--- config.mk ---
export PLATFORM = sky130hd
export DESIGN_NAME = csg_guard
export DESIGN_NICKNAME = d
export VERILOG_FILES = /design/src/shared/csg_pkg.sv /design/src/design/csg_guard.sv
export SDC_FILE = /design/constraint.sdc
export NUM_CORES = 1
export LEC_CHECK = 0
export BUFFER_PORTS_ARGS = -buffer_cell sky130_fd_sc_hd__buf_2
export CORE_AREA = 2 2 115 117
export DETAILED_ROUTE_END_ITERATION = 8
export DIE_AREA = 0 0 117 119
export HOLD_SLACK_MARGIN = 0.1
export PLACE_DENSITY_LB_ADDON = 0.15
export RECOVER_POWER = 50
export SYNTH_ARGS = -nofsm -noshare
export SYNTH_HDL_FRONTEND = slang
export SYNTH_SLANG_ARGS = --single-unit
--- constraint.sdc ---
create_clock -name core_clk -period 5.8 [get_ports core_clk]
set_clock_uncertainty 0.05 [all_clocks]
set_input_delay 0 -clock core_clk [delete_from_list [all_inputs] [get_ports core_clk]]
set_output_delay 0 -clock core_clk [all_outputs]
set_load 0.005 [all_outputs]
--- src/shared/csg_pkg.sv ---
// constants and carrier types for the charge sequence timeout guard
// assumes a single 125 MHz core clock; host commands are one-cycle pulses
// Function
// RL1: any sequence timer expiry aborts the sequence or blocks charging.
// RL2: host loads timer settings; unset timers use built-in defaults.
// RL3: charge timer preset 180 s, counts seconds from charge start, aborts at zero.
// RL4: hold timer starts once every enabled charger reports charge complete.
// RL5: hold timer cleared and stopped by host arm request.
// RL6: hold limit 0..60 s default 60; expiry before arm aborts.
// RL7: arm request starts trigger wait and enters the armed state.
// RL8: sync trigger pulse clears and stops the trigger wait.
// RL9: trigger wait limit 0..20 s default 20; expiry aborts.
// RL10: nonzero charge delay counts down from charge command before charging.
// RL11: charge delay at zero, expired or unset, enters charging.
// RL12: charge delay settable 0..180 s, default 0 s.
// RL13: dump relay energized only while charging is permitted.
// RL14: any open door refuses entry to charging.
// RL15: door opening while charging or charged aborts at once.
// RL16: listed hardware faults abort charging automatically.
// RL17: after fire or abort, report then return to on-line.
// RL18: one-second tick from clock; timers load settings on start.
// RL19: abort stops timers, disables chargers, drops relay, reports cause.
package csg_pkg;
	localparam int unsigned CLK_HZ = 125_000_000;
	localparam int unsigned TICK_SEC = 1;
	localparam int unsigned TICK_CYCLES = CLK_HZ * TICK_SEC;
	localparam int NUM_CHARGERS = 12;
	localparam int TMR_W = 8;
	localparam logic [TMR_W-1:0] CHARGE_TIME_S = 8'hB4;
	localparam logic [TMR_W-1:0] HOLD_MAX_S = 8'h3C;
	localparam logic [TMR_W-1:0] HOLD_DEF_S = 8'h3C;
	localparam logic [TMR_W-1:0] TRIG_MAX_S = 8'h14;
	localparam logic [TMR_W-1:0] TRIG_DEF_S = 8'h14;
	localparam logic [TMR_W-1:0] DELAY_MAX_S = 8'hB4;
	localparam logic [TMR_W-1:0] DELAY_DEF_S = 8'h00;

	typedef enum logic [1:0] {
		CSG_SEL_HOLD,
		CSG_SEL_TRIG,
		CSG_SEL_DELAY,
		CSG_SEL_NONE
	} csg_sel_t;

	// host command pulses
	typedef struct packed {
		logic charge;
		logic arm_request;
		logic abort;
		logic set_valid;
		csg_sel_t set_sel;
		logic [TMR_W-1:0] set_value;
		logic report_done;
	} csg_cmd_t;

	// fault inputs from the unit hardware
	typedef struct packed {
		logic relay_misposition;
		logic amp_ctrl_lost;
		logic charger_no_enable;
		logic ramp_slow;
		logic ramp_fast;
		logic ramp_falling;
		logic over_volt;
		logic under_volt;
		logic prefire;
	} csg_fault_t;

	typedef struct packed {
		logic timer_charge;
		logic timer_hold;
		logic timer_trig;
		logic door;
		logic hw_fault;
		logic host_cmd;
	} csg_cause_t;
endpackage : csg_pkg

--- src/design/csg_guard.sv ---
// charge-and-fire sequencer with timeout guards and door interlock
// assumes host commands are same-clock pulses; pins pass synchronisers
`timescale 1ns/100ps
module csg_guard
	import csg_pkg::*;
(
	input wire logic core_clk,
	input wire logic rstn,
	input wire csg_cmd_t cmd,
	input wire logic [NUM_CHARGERS-1:0] charger_sel,
	input wire logic [NUM_CHARGERS-1:0] charge_complete_signal,
	input wire logic sync_trigger,
	input wire logic [1:0] door_open,
	input wire csg_fault_t fault,
	output logic [NUM_CHARGERS-1:0] charger_en,
	output logic relay_energize,
	output logic fire_enable,
	output logic armed,
	output logic abort_pulse,
	output csg_cause_t abort_cause,
	output logic report_req,
	output logic online,
	output logic [TMR_W-1:0] charge_remain
);

	typedef enum logic [2:0] {
		CSG_ONLINE,
		CSG_DELAY,
		CSG_CHARGING,
		CSG_HOLD,
		CSG_ARMED,
		CSG_REPORT
	} csg_state_t;

	function automatic logic [TMR_W-1:0] csg_clamp(
		input logic [TMR_W-1:0] v,
		input logic [TMR_W-1:0] lim
	);
		csg_clamp = (v > lim) ? lim : v;
	endfunction : csg_clamp

	////////////////////////////////////////////////////////////////////
	// pin synchronisers, two flops each
	localparam int NSYNC = NUM_CHARGERS + 3 + 9;
	logic [NSYNC-1:0] sync_in;
	logic [NSYNC-1:0] s1_q;
	logic [NSYNC-1:0] s2_q;
	assign sync_in = {charge_complete_signal, sync_trigger, door_open, fault};

	always_ff @(posedge core_clk or negedge rstn) begin
		if (!rstn) begin
			s1_q <= '0;
			s2_q <= '0;
		end else begin
			s1_q <= sync_in;
			s2_q <= s1_q;
		end
	end

	logic [NUM_CHARGERS-1:0] eoc_s;
	logic trig_s;
	logic [1:0] door_s;
	csg_fault_t fault_s;
	assign {eoc_s, trig_s, door_s, fault_s} = s2_q;

	logic trig_last_q;
	logic trig_rise;
	always_ff @(posedge core_clk or negedge rstn) begin
		if (!rstn) begin
			trig_last_q <= 1'b0;
		end else begin
			trig_last_q <= trig_s;
		end
	end
	assign trig_rise = trig_s & ~trig_last_q;

	////////////////////////////////////////////////////////////////////
	// one-second tick divider
	logic [26:0] div_q;
	logic [26:0] div_d;
	logic tick;
	always_comb begin
		tick = (div_q == 27'(TICK_CYCLES - 1)); // RL18
		div_d = tick ? '0 : div_q + 27'd1;
	end

	always_ff @(posedge core_clk or negedge rstn) begin
		if (!rstn) begin
			div_q <= '0;
		end else begin
			div_q <= div_d;
		end
	end

	////////////////////////////////////////////////////////////////////
	// host timer settings, reset to defaults
	logic [TMR_W-1:0] hold_set_q, hold_set_d;
	logic [TMR_W-1:0] trig_set_q, trig_set_d;
	logic [TMR_W-1:0] delay_set_q, delay_set_d;

	always_comb begin
		hold_set_d = hold_set_q;
		trig_set_d = trig_set_q;
		delay_set_d = delay_set_q;
		if (cmd.set_valid) begin // RL2
			case (cmd.set_sel)
				CSG_SEL_HOLD: hold_set_d = csg_clamp(cmd.set_value, HOLD_MAX_S); // RL6
				CSG_SEL_TRIG: trig_set_d = csg_clamp(cmd.set_value, TRIG_MAX_S); // RL9
				CSG_SEL_DELAY: delay_set_d = csg_clamp(cmd.set_value,
					DELAY_MAX_S); // RL12
				default: ;
			endcase
		end
	end

	always_ff @(posedge core_clk or negedge rstn) begin
		if (!rstn) begin
			hold_set_q <= HOLD_DEF_S;
			trig_set_q <= TRIG_DEF_S;
			delay_set_q <= DELAY_DEF_S; // RL12
		end else begin
			hold_set_q <= hold_set_d;
			trig_set_q <= trig_set_d;
			delay_set_q <= delay_set_d;
		end
	end

	////////////////////////////////////////////////////////////////////
	// sequencer and countdowns
	csg_state_t st_q, st_d;
	logic [TMR_W-1:0] chg_q, chg_d;
	logic [TMR_W-1:0] phase_q, phase_d;
	logic [NUM_CHARGERS-1:0] en_q, en_d;
	logic relay_q, relay_d;
	logic abort_q, abort_d;
	csg_cause_t cause_q, cause_d;
	logic report_q, report_d;
	logic any_door;
	logic any_fault;
	logic all_eoc;
	logic go_abort;
	csg_cause_t why;

	assign any_door = |door_s;
	assign any_fault = |fault_s;
	assign all_eoc = ((eoc_s & en_q) == en_q) && (|en_q);

	always_comb begin
		st_d = st_q;
		chg_d = chg_q;
		phase_d = phase_q;
		en_d = en_q;
		relay_d = 1'b0;
		abort_d = 1'b0;
		cause_d = cause_q;
		report_d = 1'b0;
		why = '0;
		go_abort = 1'b0;
		case (st_q)
			CSG_ONLINE: begin
				if (cmd.charge && !any_door && !any_fault) begin // RL14
					if (delay_set_q != '0) begin
						st_d = CSG_DELAY; // RL10
						phase_d = delay_set_q; // RL18
					end else begin
						st_d = CSG_CHARGING; // RL11
						chg_d = CHARGE_TIME_S; // RL3
						en_d = charger_sel;
					end
				end
			end
			CSG_DELAY: begin
				if (phase_q == '0) begin
					if (any_door) begin
						st_d = CSG_ONLINE; // RL14
					end else begin
						st_d = CSG_CHARGING; // RL11
						chg_d = CHARGE_TIME_S; // RL3
						en_d = charger_sel;
					end
				end else if (tick) begin
					phase_d = phase_q - 8'd1; // RL10
				end
			end
			CSG_CHARGING: begin
				relay_d = 1'b1; // RL13
				if (all_eoc) begin
					st_d = CSG_HOLD; // RL4
					phase_d = hold_set_q; // RL18
				end else if (chg_q == '0) begin
					go_abort = 1'b1; // RL3
					why.timer_charge = 1'b1; // RL1
				end else if (tick) begin
					chg_d = chg_q - 8'd1; // RL3
				end
			end
			CSG_HOLD: begin
				relay_d = 1'b1; // RL13
				if (cmd.arm_request) begin
					st_d = CSG_ARMED; // RL5 RL7
					phase_d = trig_set_q; // RL18
				end else if (phase_q == '0) begin
					go_abort = 1'b1; // RL6
					why.timer_hold = 1'b1; // RL1
				end else if (tick) begin
					phase_d = phase_q - 8'd1;
				end
			end
			CSG_ARMED: begin
				relay_d = 1'b1; // RL13
				if (trig_rise) begin
					st_d = CSG_REPORT; // RL8 RL17
					phase_d = '0;
					en_d = '0;
					relay_d = 1'b0;
				end else if (phase_q == '0) begin
					go_abort = 1'b1; // RL9
					why.timer_trig = 1'b1; // RL1
				end else if (tick) begin
					phase_d = phase_q - 8'd1;
				end
			end
			CSG_REPORT: begin
				report_d = 1'b1; // RL17
				if (cmd.report_done) begin
					st_d = CSG_ONLINE; // RL17
				end
			end
			default: st_d = CSG_ONLINE;
		endcase
		// fault or host abort overrides timers in active states; door only in charging, hold and armed
		if (st_q == CSG_CHARGING || st_q == CSG_HOLD || st_q == CSG_ARMED
			|| st_q == CSG_DELAY) begin
			if (any_door && st_q != CSG_DELAY) begin
				go_abort = 1'b1; // RL15
				why.door = 1'b1;
			end
			if (any_fault) begin
				go_abort = 1'b1; // RL16
				why.hw_fault = 1'b1;
			end
			if (cmd.abort) begin
				go_abort = 1'b1;
				why.host_cmd = 1'b1;
			end
		end
		if (go_abort) begin
			st_d = CSG_REPORT; // RL19
			phase_d = '0;
			chg_d = '0;
			en_d = '0;
			relay_d = 1'b0; // RL13
			abort_d = 1'b1;
			cause_d = why;
		end
		if (st_d == CSG_ONLINE || st_d == CSG_DELAY) begin
			en_d = '0;
		end
		if (st_q == CSG_ONLINE && st_d != CSG_ONLINE) begin
			cause_d = '0;
		end
	end

	always_ff @(posedge core_clk or negedge rstn) begin
		if (!rstn) begin
			st_q <= CSG_ONLINE;
			chg_q <= CHARGE_TIME_S;
			phase_q <= '0;
			en_q <= '0;
			relay_q <= 1'b0;
			abort_q <= 1'b0;
			cause_q <= '0;
			report_q <= 1'b0;
		end else begin
			st_q <= st_d;
			chg_q <= chg_d;
			phase_q <= phase_d;
			en_q <= en_d;
			relay_q <= relay_d;
			abort_q <= abort_d;
			cause_q <= cause_d;
			report_q <= report_d;
		end
	end

	////////////////////////////////////////////////////////////////////
	// registered outputs
	logic armed_q;
	logic online_q;
	always_ff @(posedge core_clk or negedge rstn) begin
		if (!rstn) begin
			armed_q <= 1'b0;
			online_q <= 1'b1;
		end else begin
			armed_q <= (st_d == CSG_ARMED);
			online_q <= (st_d == CSG_ONLINE);
		end
	end

	assign charger_en = en_q;
	assign relay_energize = relay_q;
	assign fire_enable = armed_q;
	assign armed = armed_q;
	assign abort_pulse = abort_q;
	assign abort_cause = cause_q;
	assign report_req = report_q;
	assign online = online_q;
	assign charge_remain = chg_q;

endmodule : csg_guard

# == Word level (Yosys, flattened, before mapping) ==
# Cells that the tools add are included.
# totals
regBits,142
latch_bits,0
ram_bits,0
mem_bits_ro,0
in_bits,53
out_inout_bits,32
elab_cells,153
n_memories,0
# op_classes
add_sub_neg,3
multipliers,0
div_mod_pow,0
n_lt_le_gt_ge,3
eq_ne,26
n_shift,0
muxes,64
n_bitwise,3
reduce_logical,32
# op_table
op,n
two-way mux 8 bit,19
two-way mux 12 bit,7
one-hot mux 8 bit (5 select lines),1
one-hot mux 12 bit (3 select lines),1
adder 27 x 1 -> 27 bit (second input constant),1
equality test 27 bit (second input constant),1
two-way mux 27 bit,1
inequality test 3 bit (second input constant),9
two-way mux 3 bit,8
one-hot mux 8 bit (3 select lines),1
two-way mux 1 bit,19
one-hot mux 3 bit (6 select lines),1
zero test 8 bit,2
subtractor 8 x 1 -> 8 bit (second input constant),2
bitwise AND 12 bit,1
equality test 12 bit,1
two-way mux 6 bit,2
inequality test 4 x 3 -> 1 bit (second input constant),3
OR reduction 12 bit,1
equality test 3 bit (second input constant),3
OR reduction 9 bit,1
greater-than comparator 8 x 5 -> 1 bit (second input constant),1
greater-than comparator 8 x 6 -> 1 bit (second input constant),1
greater-than comparator 8 bit (second input constant),1
27 further kinds,43

# == Logic depth before layout (Yosys ltp) ==
# Gate-level depths: netlist of run 1.
# depth
word_depth,14
mapped_depth,9
mapped_depth_nobuf,8

# == Least setup slack after synthesis of run 1 ==
# OpenSTA, ideal clock, no wires.
# synth_path
path_kind,register -> register
from,register chg_q[0] (netlist: charge_remain[0])
to,register en_q[10] (netlist: charger_en[10])
setup_ns,0.121
t_arrival_ns,2.045
t_required_ns,5.629
setup_slack_ns,3.584
stages_incl_launch_ff,9
path_buffers,1
synth_period_minus_slack_ns,2.216
cell_sequence,dfrtp_1 > inv_1 > ha_1 > nand2_1 > or4_4 > o221a_4 > o211a_2 > buf_6 > a22o_1
# synth_between
elab_chain_len,13
word_cells_on_any_way,21
cone_classes,6 x eq/ne; 10 x mux; 5 x reduce/logical
# synth_lines
element,line,rtl
start: declaration,csg_guard.sv:131,"logic [TMR_W-1:0] chg_q, chg_d;"
start signal: assignment,csg_guard.sv:276,chg_q <= chg_d;
zero test 8 bit *,csg_guard.sv:190,end else if (chg_q == '0) begin
two-way mux 1 bit *,csg_guard.sv:190,
two-way mux 1 bit *,csg_guard.sv:187,if (all_eoc) begin
one-hot mux 1 bit (3 select lines) *,csg_guard.sv:159,case (st_q)
two-way mux 1 bit,csg_guard.sv:234,if (any_door && st_q != CSG_DELAY) begin
two-way mux 1 bit,csg_guard.sv:238,if (any_fault) begin
two-way mux 1 bit,csg_guard.sv:242,if (cmd.abort) begin
two-way mux 1 bit *,csg_guard.sv:232,if (st_q == CSG_CHARGING || st_q == CSG_HOLD || st_q == CSG_ARMED
two-way mux 3 bit,csg_guard.sv:247,if (go_abort) begin
equality test 3 x 1 -> 1 bit or zero test 3 bit (tied branches),csg_guard.sv:256,if (st_d == CSG_ONLINE || st_d == CSG_DELAY) begin
logical OR 1 bit,csg_guard.sv:256,
inequality test 4 x 3 -> 1 bit (no source line) (tied with other cells),--,
AND reduction 6 bit (no source line),--,
end signal: assignment,csg_guard.sv:278,en_q <= en_d;
end: declaration,csg_guard.sv:133,"logic [NUM_CHARGERS-1:0] en_q, en_d;"
# Every way passes the cells marked *; elsewhere a longest branch is shown, timed or not.
# A chain may end at the register's enable or synchronous reset.

# == Final worst setup path of run 1 ==
# layout_path
from,register st_q[0]
to,register phase_q[7]
# layout_between
elab_chain_len,8
word_cells_on_any_way,22
cone_classes,8 x eq/ne; 7 x mux; 7 x reduce/logical
# layout_lines
element,line,rtl
start: declaration,csg_guard.sv:130,"csg_state_t st_q, st_d;"
start signal: assignment,csg_guard.sv:275,st_q <= st_d;
equality test 3 bit (tied with other cells),"csg_guard.sv:159, csg_guard.sv:232",
one-hot mux 1 bit (3 select lines) or logical AND 1 bit (tied branches),"csg_guard.sv:159, csg_guard.sv:234",
two-way mux 1 bit,csg_guard.sv:234,
two-way mux 1 bit,csg_guard.sv:238,
two-way mux 1 bit,csg_guard.sv:242,
two-way mux 1 bit,csg_guard.sv:232,
nonzero test 6 bit (no source line) or inequality test 3 bit (tied branches),--,
AND reduction 4 bit (no source line),--,
end signal: assignment,csg_guard.sv:277,phase_q <= phase_d;
end: declaration,csg_guard.sv:132,"logic [TMR_W-1:0] phase_q, phase_d;"
# Parallel ways exist; a longest one is shown, timed or not.

==> results by group, run 1 <==
Setup path
  • Worst-path cell chain: inv_1, nand2_1, or4_4, o221a_4, clkinv_2, nor3_2, a32o_1
  • Type of origin of the critical path: flip-flop
  • Worst Path Required: 6100 ps
  • Critical path data arrival time: 3310 ps
  • R2r startpoint: st_q[0]
  • Buf/Inv on CP: 2
  • WP depth: 7
  • Worst r2r dst: phase_q[7]
  • CP top delay family: simple AND/OR/NAND/NOR gates
  • Reg2Reg Depth: 7
  • Setup CP Type: flip-flop to flip-flop
  • CP max stage cell: dfrtp_1
  • Flop2flop setup slack: 2790 ps
  • Slowest stage delay, CP: 850 ps
  • CP Capture Type: flip-flop
  • Worst-path maximum fanout: 27

Final layout
  • Layout net count: 770
  • Number of diodes: 0
  • Area grow syn2layout: 27.6%
  • Layout cells sized above 1: 18.6%
  • Final Util: 61.8%
  • Cell Count, Final, Fillers Out: 903
  • Finished Cell Area: 7950 um2

Pwr
  • Flop pwr share: 39.7%
  • Clock power frac: 32.2%
  • Switching power total: 0.00110 W
  • Sw frac: 35.0%
  • Power density cells: 395 nW/um2
  • P_int: 0.00204 W
  • Leak: 3.53 nW
  • Comb pwr share: 28.0%
  • Power consumption: 0.00314 W
  • Max VDD drop: 0.000251 V

Clocking
  • Clock latency on the worst-skew pair: 420 ps
  • Clock sink total: 142
  • Clock-pin transition on the worst setup and hold timing paths: 60 ps
  • CTS root buf: clkbuf_16
  • Cts repair resizes: 0
  • CTS buffer count: 17
  • CTS tree: done
  • Clock Path Buffers: 2
  • H-tree levels: 4

Floorplanning
  • Core ar.: 12900 um2
  • DIE HEIGHT: 119 um
  • IO Pins: 85
  • Die width: 117 um
  • Num rows: 42
  • Die footprint: 13900 um2
  • Initial Util: 48.4%

Detailed routing
  • Wire length per cell: 15.9 um
  • DR iter-0 viols: 349
  • Final wirelength: 14400 um
  • Number of routed nets with antenna violations: 0
  • Pre-Repair DR Iteration Count: 5
  • Vias per std cell: 5.42
  • Post-route DRC: 0
  • DR vias: 4895

Synth
  • Post-synth top area share: 52.6%
  • Post-synth ARST share: 100%
  • Yosys warning total: 0
  • Area leader, netlist: dfrtp_1
  • Register area share after synthesis: 57.2%
  • EDFF count, synth: 0
  • Synth top area cells: dfrtp_1, dfstp_2, a22o_1
  • Synth Register Bits: 142
  • Synth Net Count: 621
  • Distinct cells, synth: 73
  • Cell count after synthesis: 565
  • Cell Area, Synth: 6230 um2
  • Main flop type after synthesis: dfrtp_1
  • Synth Area per Inst: 11.0 um2

Global routing
  • Largest net degree at the start of global routing: 82
  • Vias in the first global route: 4854
  • First-pass GRT wire length: 23500 um
  • Overflow after GRT: 0
  • Initial antenna violation count: 0
  • GRT Util Overall: 21.8%

Placed design
  • Placed Cells: 809
  • DPL Wire Length: 9680 um
  • Placed Area: 6790 um2
  • PortBufs: 84
  • GPL Wtd Cong: 0.864

Run
  • Max Cap Viol: 0

Min path
  • Hold WC Path Type: input pin to flip-flop
  • Worst Hold End: abort_cause[4]
  • Hold Path Stages: 4
  • Hold path start: cmd[13]

STA
  • Final hold violations: 0
  • Relative slew slack: 35.2%
  • Final Slew Violations: 0
  • Least-Margin Pin Slew: 964 ps
  • Period utilisation layout: 51.9%
  • Post-route minimum period: 3010 ps
  • Max Clk Rate: 332 MHz
  • RSZ-0062 raised after global routing: no
  • Fin Setup TNS: 0 ps
  • Setup violators final: 0

Run status
  • Status: completed
## through the flow
| step | hold slack (ps) | setup slack (ps) |
|---|---|---|
| final | 156 | 2790 |
| after floorplan | -346 | 3580 |
| after detailed placement | -33.1 | 2870 |
| after global placement | -35.6 | 2930 |
| after global routing | 151 | 2540 |
| after CTS | 143 | 2830 |
## how the worst max path moves through the flow
stage                                start               end  slack, ps
final                              st_q[0]        phase_q[7]       2790
after global routing               st_q[0]     charger_en[8]       2540
after CTS                          st_q[0]     charger_en[8]       2830
after detailed placement           st_q[0]     charger_en[8]       2870
after global placement            div_q[9]  charge_remain[6]       2930
after floorplan           charge_remain[0]    charger_en[10]       3580
## per-layer routing
layer,share of wire (%),GRT usage (%)
met5,0,0
met4,1.4,7.57
met1,45,29.0
met3,5.1,6.01
met2,49,34.4
## synthesized netlist by cell type (all sizes together), types with 4 or more instances
library cell	instances
o31ai	5
nand3	17
dfstp	11
or3	4
xor2	18
a311oi	4
and2	10
xnor2	12
clkbuf	10
a21oi	21
o2111ai	5
inv	14
and3	14
nand2b	14
nor2b	5
dfrtp	131
nor2	50
nand4	14
o21ai	26
or2	8
nor3b	4
nand2	47
a22o	21
nor3	18
nor4	14
a32o	7
buf	7
## flip-flops by register name (all words and copies together), names as in the netlist, 3 cells and up
name / cells
s2_q: 24
phase_q: 8
delay_set_q: 8
trig_set_q: 8
st_q: 3
abort_cause: 6
charge_remain: 8
s1_q: 24
div_q: 27
charger_en: 12
hold_set_q: 8
## placed cells by master, fill, tap and decap left out, types with 4 or more instances in the layout
master         count
o21ai_0           26
inv_1             14
or3_1              4
buf_2             67
dfrtp_1          131
and2_1            10
clkbuf_1          16
nor2_1            49
dfstp_2            7
nand3_1           17
inv_6              7
a32o_1             7
nand2b_1          14
dlygate4sd3_1     62
o31ai_1            5
xor2_1            18
or2_2              8
a22o_1            21
nor3_1            16
nor4_1            10
xnor2_1           12
a21oi_1           21
nor2b_1            5
nand4_1           14
clkbuf_16         17
nand2_1           46
and3_1            13
dfstp_1            4
o2111ai_1          5
## worst reg2reg max path, cell delays in order, from the launching register on
cell	delay, ps
dfrtp_1	850
inv_1	290
nand2_1	290
or4_4	200
o221a_4	310
clkinv_2	260
nor3_2	440
a32o_1	230
## final cells by class
type	count	area [um2]
Timing Repair Buffer	147	1030
Multi-Input combinational cell	391	2510
Fill cell	1068	4920
Inverter	15	57.6
Clock inverter	14	120
Sequential cell	142	3570
Tap cell	176	220
Clock buffer	18	439
## power groups by stage
stage	clock, W	combinational, W	sequential [W]
2_1_floorplan	0	0.000631	0.00121
3_3_place_gp	0	0.000829	0.00126
3_5_place_dp	0	0.000844	0.00127
4_1_cts	0.00104	0.000884	0.00125
5_1_grt	0.00109	0.000972	0.00127
6_report	0.00101	0.000880	0.00125
## what timing repair did
item	in CTS	in global routing
endpoints found under the hold margin	125	0
buffers inserted	0	0
hold buffers	62	0
## cell families (layout without fill, tap and decap cells)
kind of cell,after synthesis,in the layout,synth area share (%)
AND/OR/NAND/NOR,240,240,21.7
flip-flops,142,142,57.2
buffers and inverters,32,194,2.41
XOR/XNOR,30,30,4.22
adder cells (fa/ha/maj),3,3,0.602
AO/OA/AOI/OAI,118,118,13.8
Note: power is estimated with default switching activity, not from simulation.
==> run 2: changes to the inputs <==
clock period = 2.66 ns   (was 5.8 ns; I/O delays follow)
==> run 2 against run 1 <==
Compared with the run above:
- the run now ends with capacitance limit, slew limit left
- die area stayed put
- count of clock-buffer cells in the layout down 1
- fmax rose by 18%
- sequential power grew 120%
- wire length increased by 6.0%
- sequential cell count unchanged
- sequential share of layout area shrank 1.3 points
- combinational power rose to 2.5 times the previous value
- first-iteration DRC count increased by 13%
- utilization grew 1.9 points
- register-to-register slack worse by 2700 ps
- critical path depth up 1
- largest cell class unchanged
- highest routed layer unchanged
==> results by group, run 2 (synthesized netlist as in run 1, its figures left out) <==
Run status
  • Status: finished, violations left (was completed)
  • Failing checks: capacitance limit, slew limit

Setup path
  • R2r startpoint: charge_remain[0] (was st_q[0])
  • CP top delay family: compound AO/OA/AOI/OAI gates (was simple AND/OR/NAND/NOR gates)
  • WP depth: 8 (was 7)
  • Worst Path Required: 2920 ps (was 6100 ps)
  • CP max stage cell: or4_4 (was dfrtp_1)
  • Buf/Inv on CP: 2 (unchanged)
  • Critical Path Source: charge_remain[0] (was st_q[0])
  • Slowest stage delay, CP: 580 ps (was 850 ps)
  • Worst-path cell chain: inv_1, ha_1, nand2_1, or4_4, o221a_4, buf_4, o211a_2, a22o_1 (was inv_1, nand2_1, or4_4, o221a_4, clkinv_2, nor3_2, a32o_1)
  • Type of origin of the critical path: flip-flop (unchanged)
  • Setup CP Type: flip-flop to flip-flop (unchanged)
  • CP Capture Type: flip-flop (unchanged)
  • Worst-path maximum fanout: 12 (was 27)
  • Reg2Reg Depth: 8 (was 7)
  • Critical path data arrival time: 2800 ps (was 3310 ps)

Floorplanning
  • Die width: 117 um (unchanged)
  • Initial Util: 48.4% (unchanged)
  • DIE HEIGHT: 119 um (unchanged)
  • Core ar.: 12900 um2 (unchanged)
  • Die footprint: 13900 um2 (unchanged)
  • IO Pins: 85 (unchanged)
  • Num rows: 42 (unchanged)

Pwr
  • Max VDD drop: 0.000555 V (was 0.000251 V)
  • Leak: 3.72 nW (was 3.53 nW)
  • Power density cells: 890 nW/um2 (was 395 nW/um2)

STA
  • Relative slew slack: -7.44% (was 35.2%)
  • Post-route minimum period: 2540 ps (was 3010 ps)
  • Max Clk Rate: 393 MHz (was 332 MHz)
  • Least-Margin Pin Slew: 1610 ps (was 964 ps)
  • Setup violators final: 0 (unchanged)
  • RSZ-0062 raised after global routing: no (unchanged)
  • Period utilisation layout: 95.5% (was 51.9%)
  • Final hold violations: 0 (unchanged)
  • Fin Setup TNS: 0 ps (unchanged)
  • Final Slew Violations: 68 (was 0)

Placed design
  • PortBufs: 84 (unchanged)
  • DPL Wire Length: 10200 um (was 9680 um)
  • Placed Cells: 829 (was 809)
  • GPL Wtd Cong: 0.850 (was 0.864)

Min path
  • Hold WC Path Type: input pin to flip-flop (unchanged)
  • Hold Path Stages: 2 (was 4)
  • Hold path start: fault[1] (was cmd[13])

Detailed routing
  • Vias per std cell: 5.50 (was 5.42)
  • DR vias: 5084 (was 4895)
  • Wire length per cell: 16.5 um (was 15.9 um)
  • Number of routed nets with antenna violations: 0 (unchanged)
  • DR iter-0 viols: 395 (was 349)
  • Post-route DRC: 0 (unchanged)
  • Pre-Repair DR Iteration Count: 5 (unchanged)
  • Final wirelength: 15200 um (was 14400 um)

Final layout
  • Cell Count, Final, Fillers Out: 924 (was 903)
  • Layout cells sized above 1: 23.5% (was 18.6%)
  • Max FFs per register: 27 (unchanged)
  • Most flops, register: div_q (unchanged)
  • Number of fill cells: 1013 (was 1068)
  • Flip-flop and latch area: 3570 um2 (about the same)
  • Most frequent cells in the layout: dfrtp_1, buf_2, dlygate4sd3_1 (unchanged)
  • Layout net count: 791 (was 770)
  • Most common cell after layout, fill and taps aside: dfrtp_1 (unchanged)
  • Area grow syn2layout: 31.5% (was 27.6%)
  • Top Registers: div_q (27), s1_q (24), s2_q (24) (unchanged)
  • Number of diodes: 0 (unchanged)
  • Multi-input gate area: 2550 um2 (was 2510 um2)

Global routing
  • Initial antenna violation count: 0 (unchanged)
  • GRT Util Overall: 23.3% (was 21.8%)
  • Largest net degree at the start of global routing: 68 (was 82)
  • Overflow after GRT: 0 (unchanged)
  • Vias in the first global route: 5046 (was 4854)
  • First-pass GRT wire length: 25200 um (was 23500 um)

Clocking
  • CTS buffer count: 17 (unchanged)
  • CTS tree: done (unchanged)
  • Clock-pin transition on the worst setup and hold timing paths: 70 ps (was 60 ps)
  • Clock Path Buffers: 2 (unchanged)
  • H-tree levels: 4 (unchanged)
  • CTS root buf: clkbuf_16 (unchanged)
  • Clock latency on the worst-skew pair: 420 ps (about the same)
  • Clock sink total: 142 (unchanged)

Run
  • Max Cap Viol: 1 (was 0)
==> run 2: worst paths after layout <==
path / endpoint / slack, ps
min in group asynchronous: div_q[26] / 480
min reg2reg: s2_q[12] / 300
min: s1_q[1] / 160
max reg2reg: charger_en[3] / 120
max: charger_en[3] / 120
max in group asynchronous: s2_q[10] / 540
==> run 2: stage by stage <==
step | util [%] | total power [W] | hold slack, ps | setup slack [ps] | cell area, um2
3_3_place_gp | 54.0 | 0.00471 | -15.7 | 129 | 6960
3_5_place_dp | 54.0 | 0.00476 | -12.0 | 74.1 | 6960
4_1_cts | 63.5 | 0.00725 | 109 | 42.9 | 8170
6_report | 63.6 | 0.00730 | 163 | 119 | 8190
2_1_floorplan | - | 0.00402 | -346 | 444 | 6230
5_1_grt | 63.6 | 0.00768 | 151 | 20.0 | 8190
==> run 2: final cells by class <==
cell class              instances  area share, %
flip-flops and latches        142           43.5
multi-input cells             391           31.1
repair buffers                168           14.6
clock buffers                  17           5.19
well taps                     176           2.69
clock inverters                15           2.18
inverters                      15          0.702
==> run 2: report_power, final <==
part	internal (W)	switching, W
registers	0.00245	0.000242
clock network	0.00141	0.000992
logic	0.000923	0.00127
total	0.00479	0.00251
==> run 2: routing by layer <==
metal	global-route usage, %	vias up	wire (um)
li1	-	2408	-
met3	6.67	21	713
met4	5.96	0	206
met5	0	-	0
met2	38.0	154	7510
met1	30.6	2501	6800
==> run 2: timing repair <==
item	in CTS	in global routing
endpoints found under the hold margin	197	0
setup endpoints to repair	0	27
hold buffers	61	0
buffers inserted	0	2
resized for setup	0	7
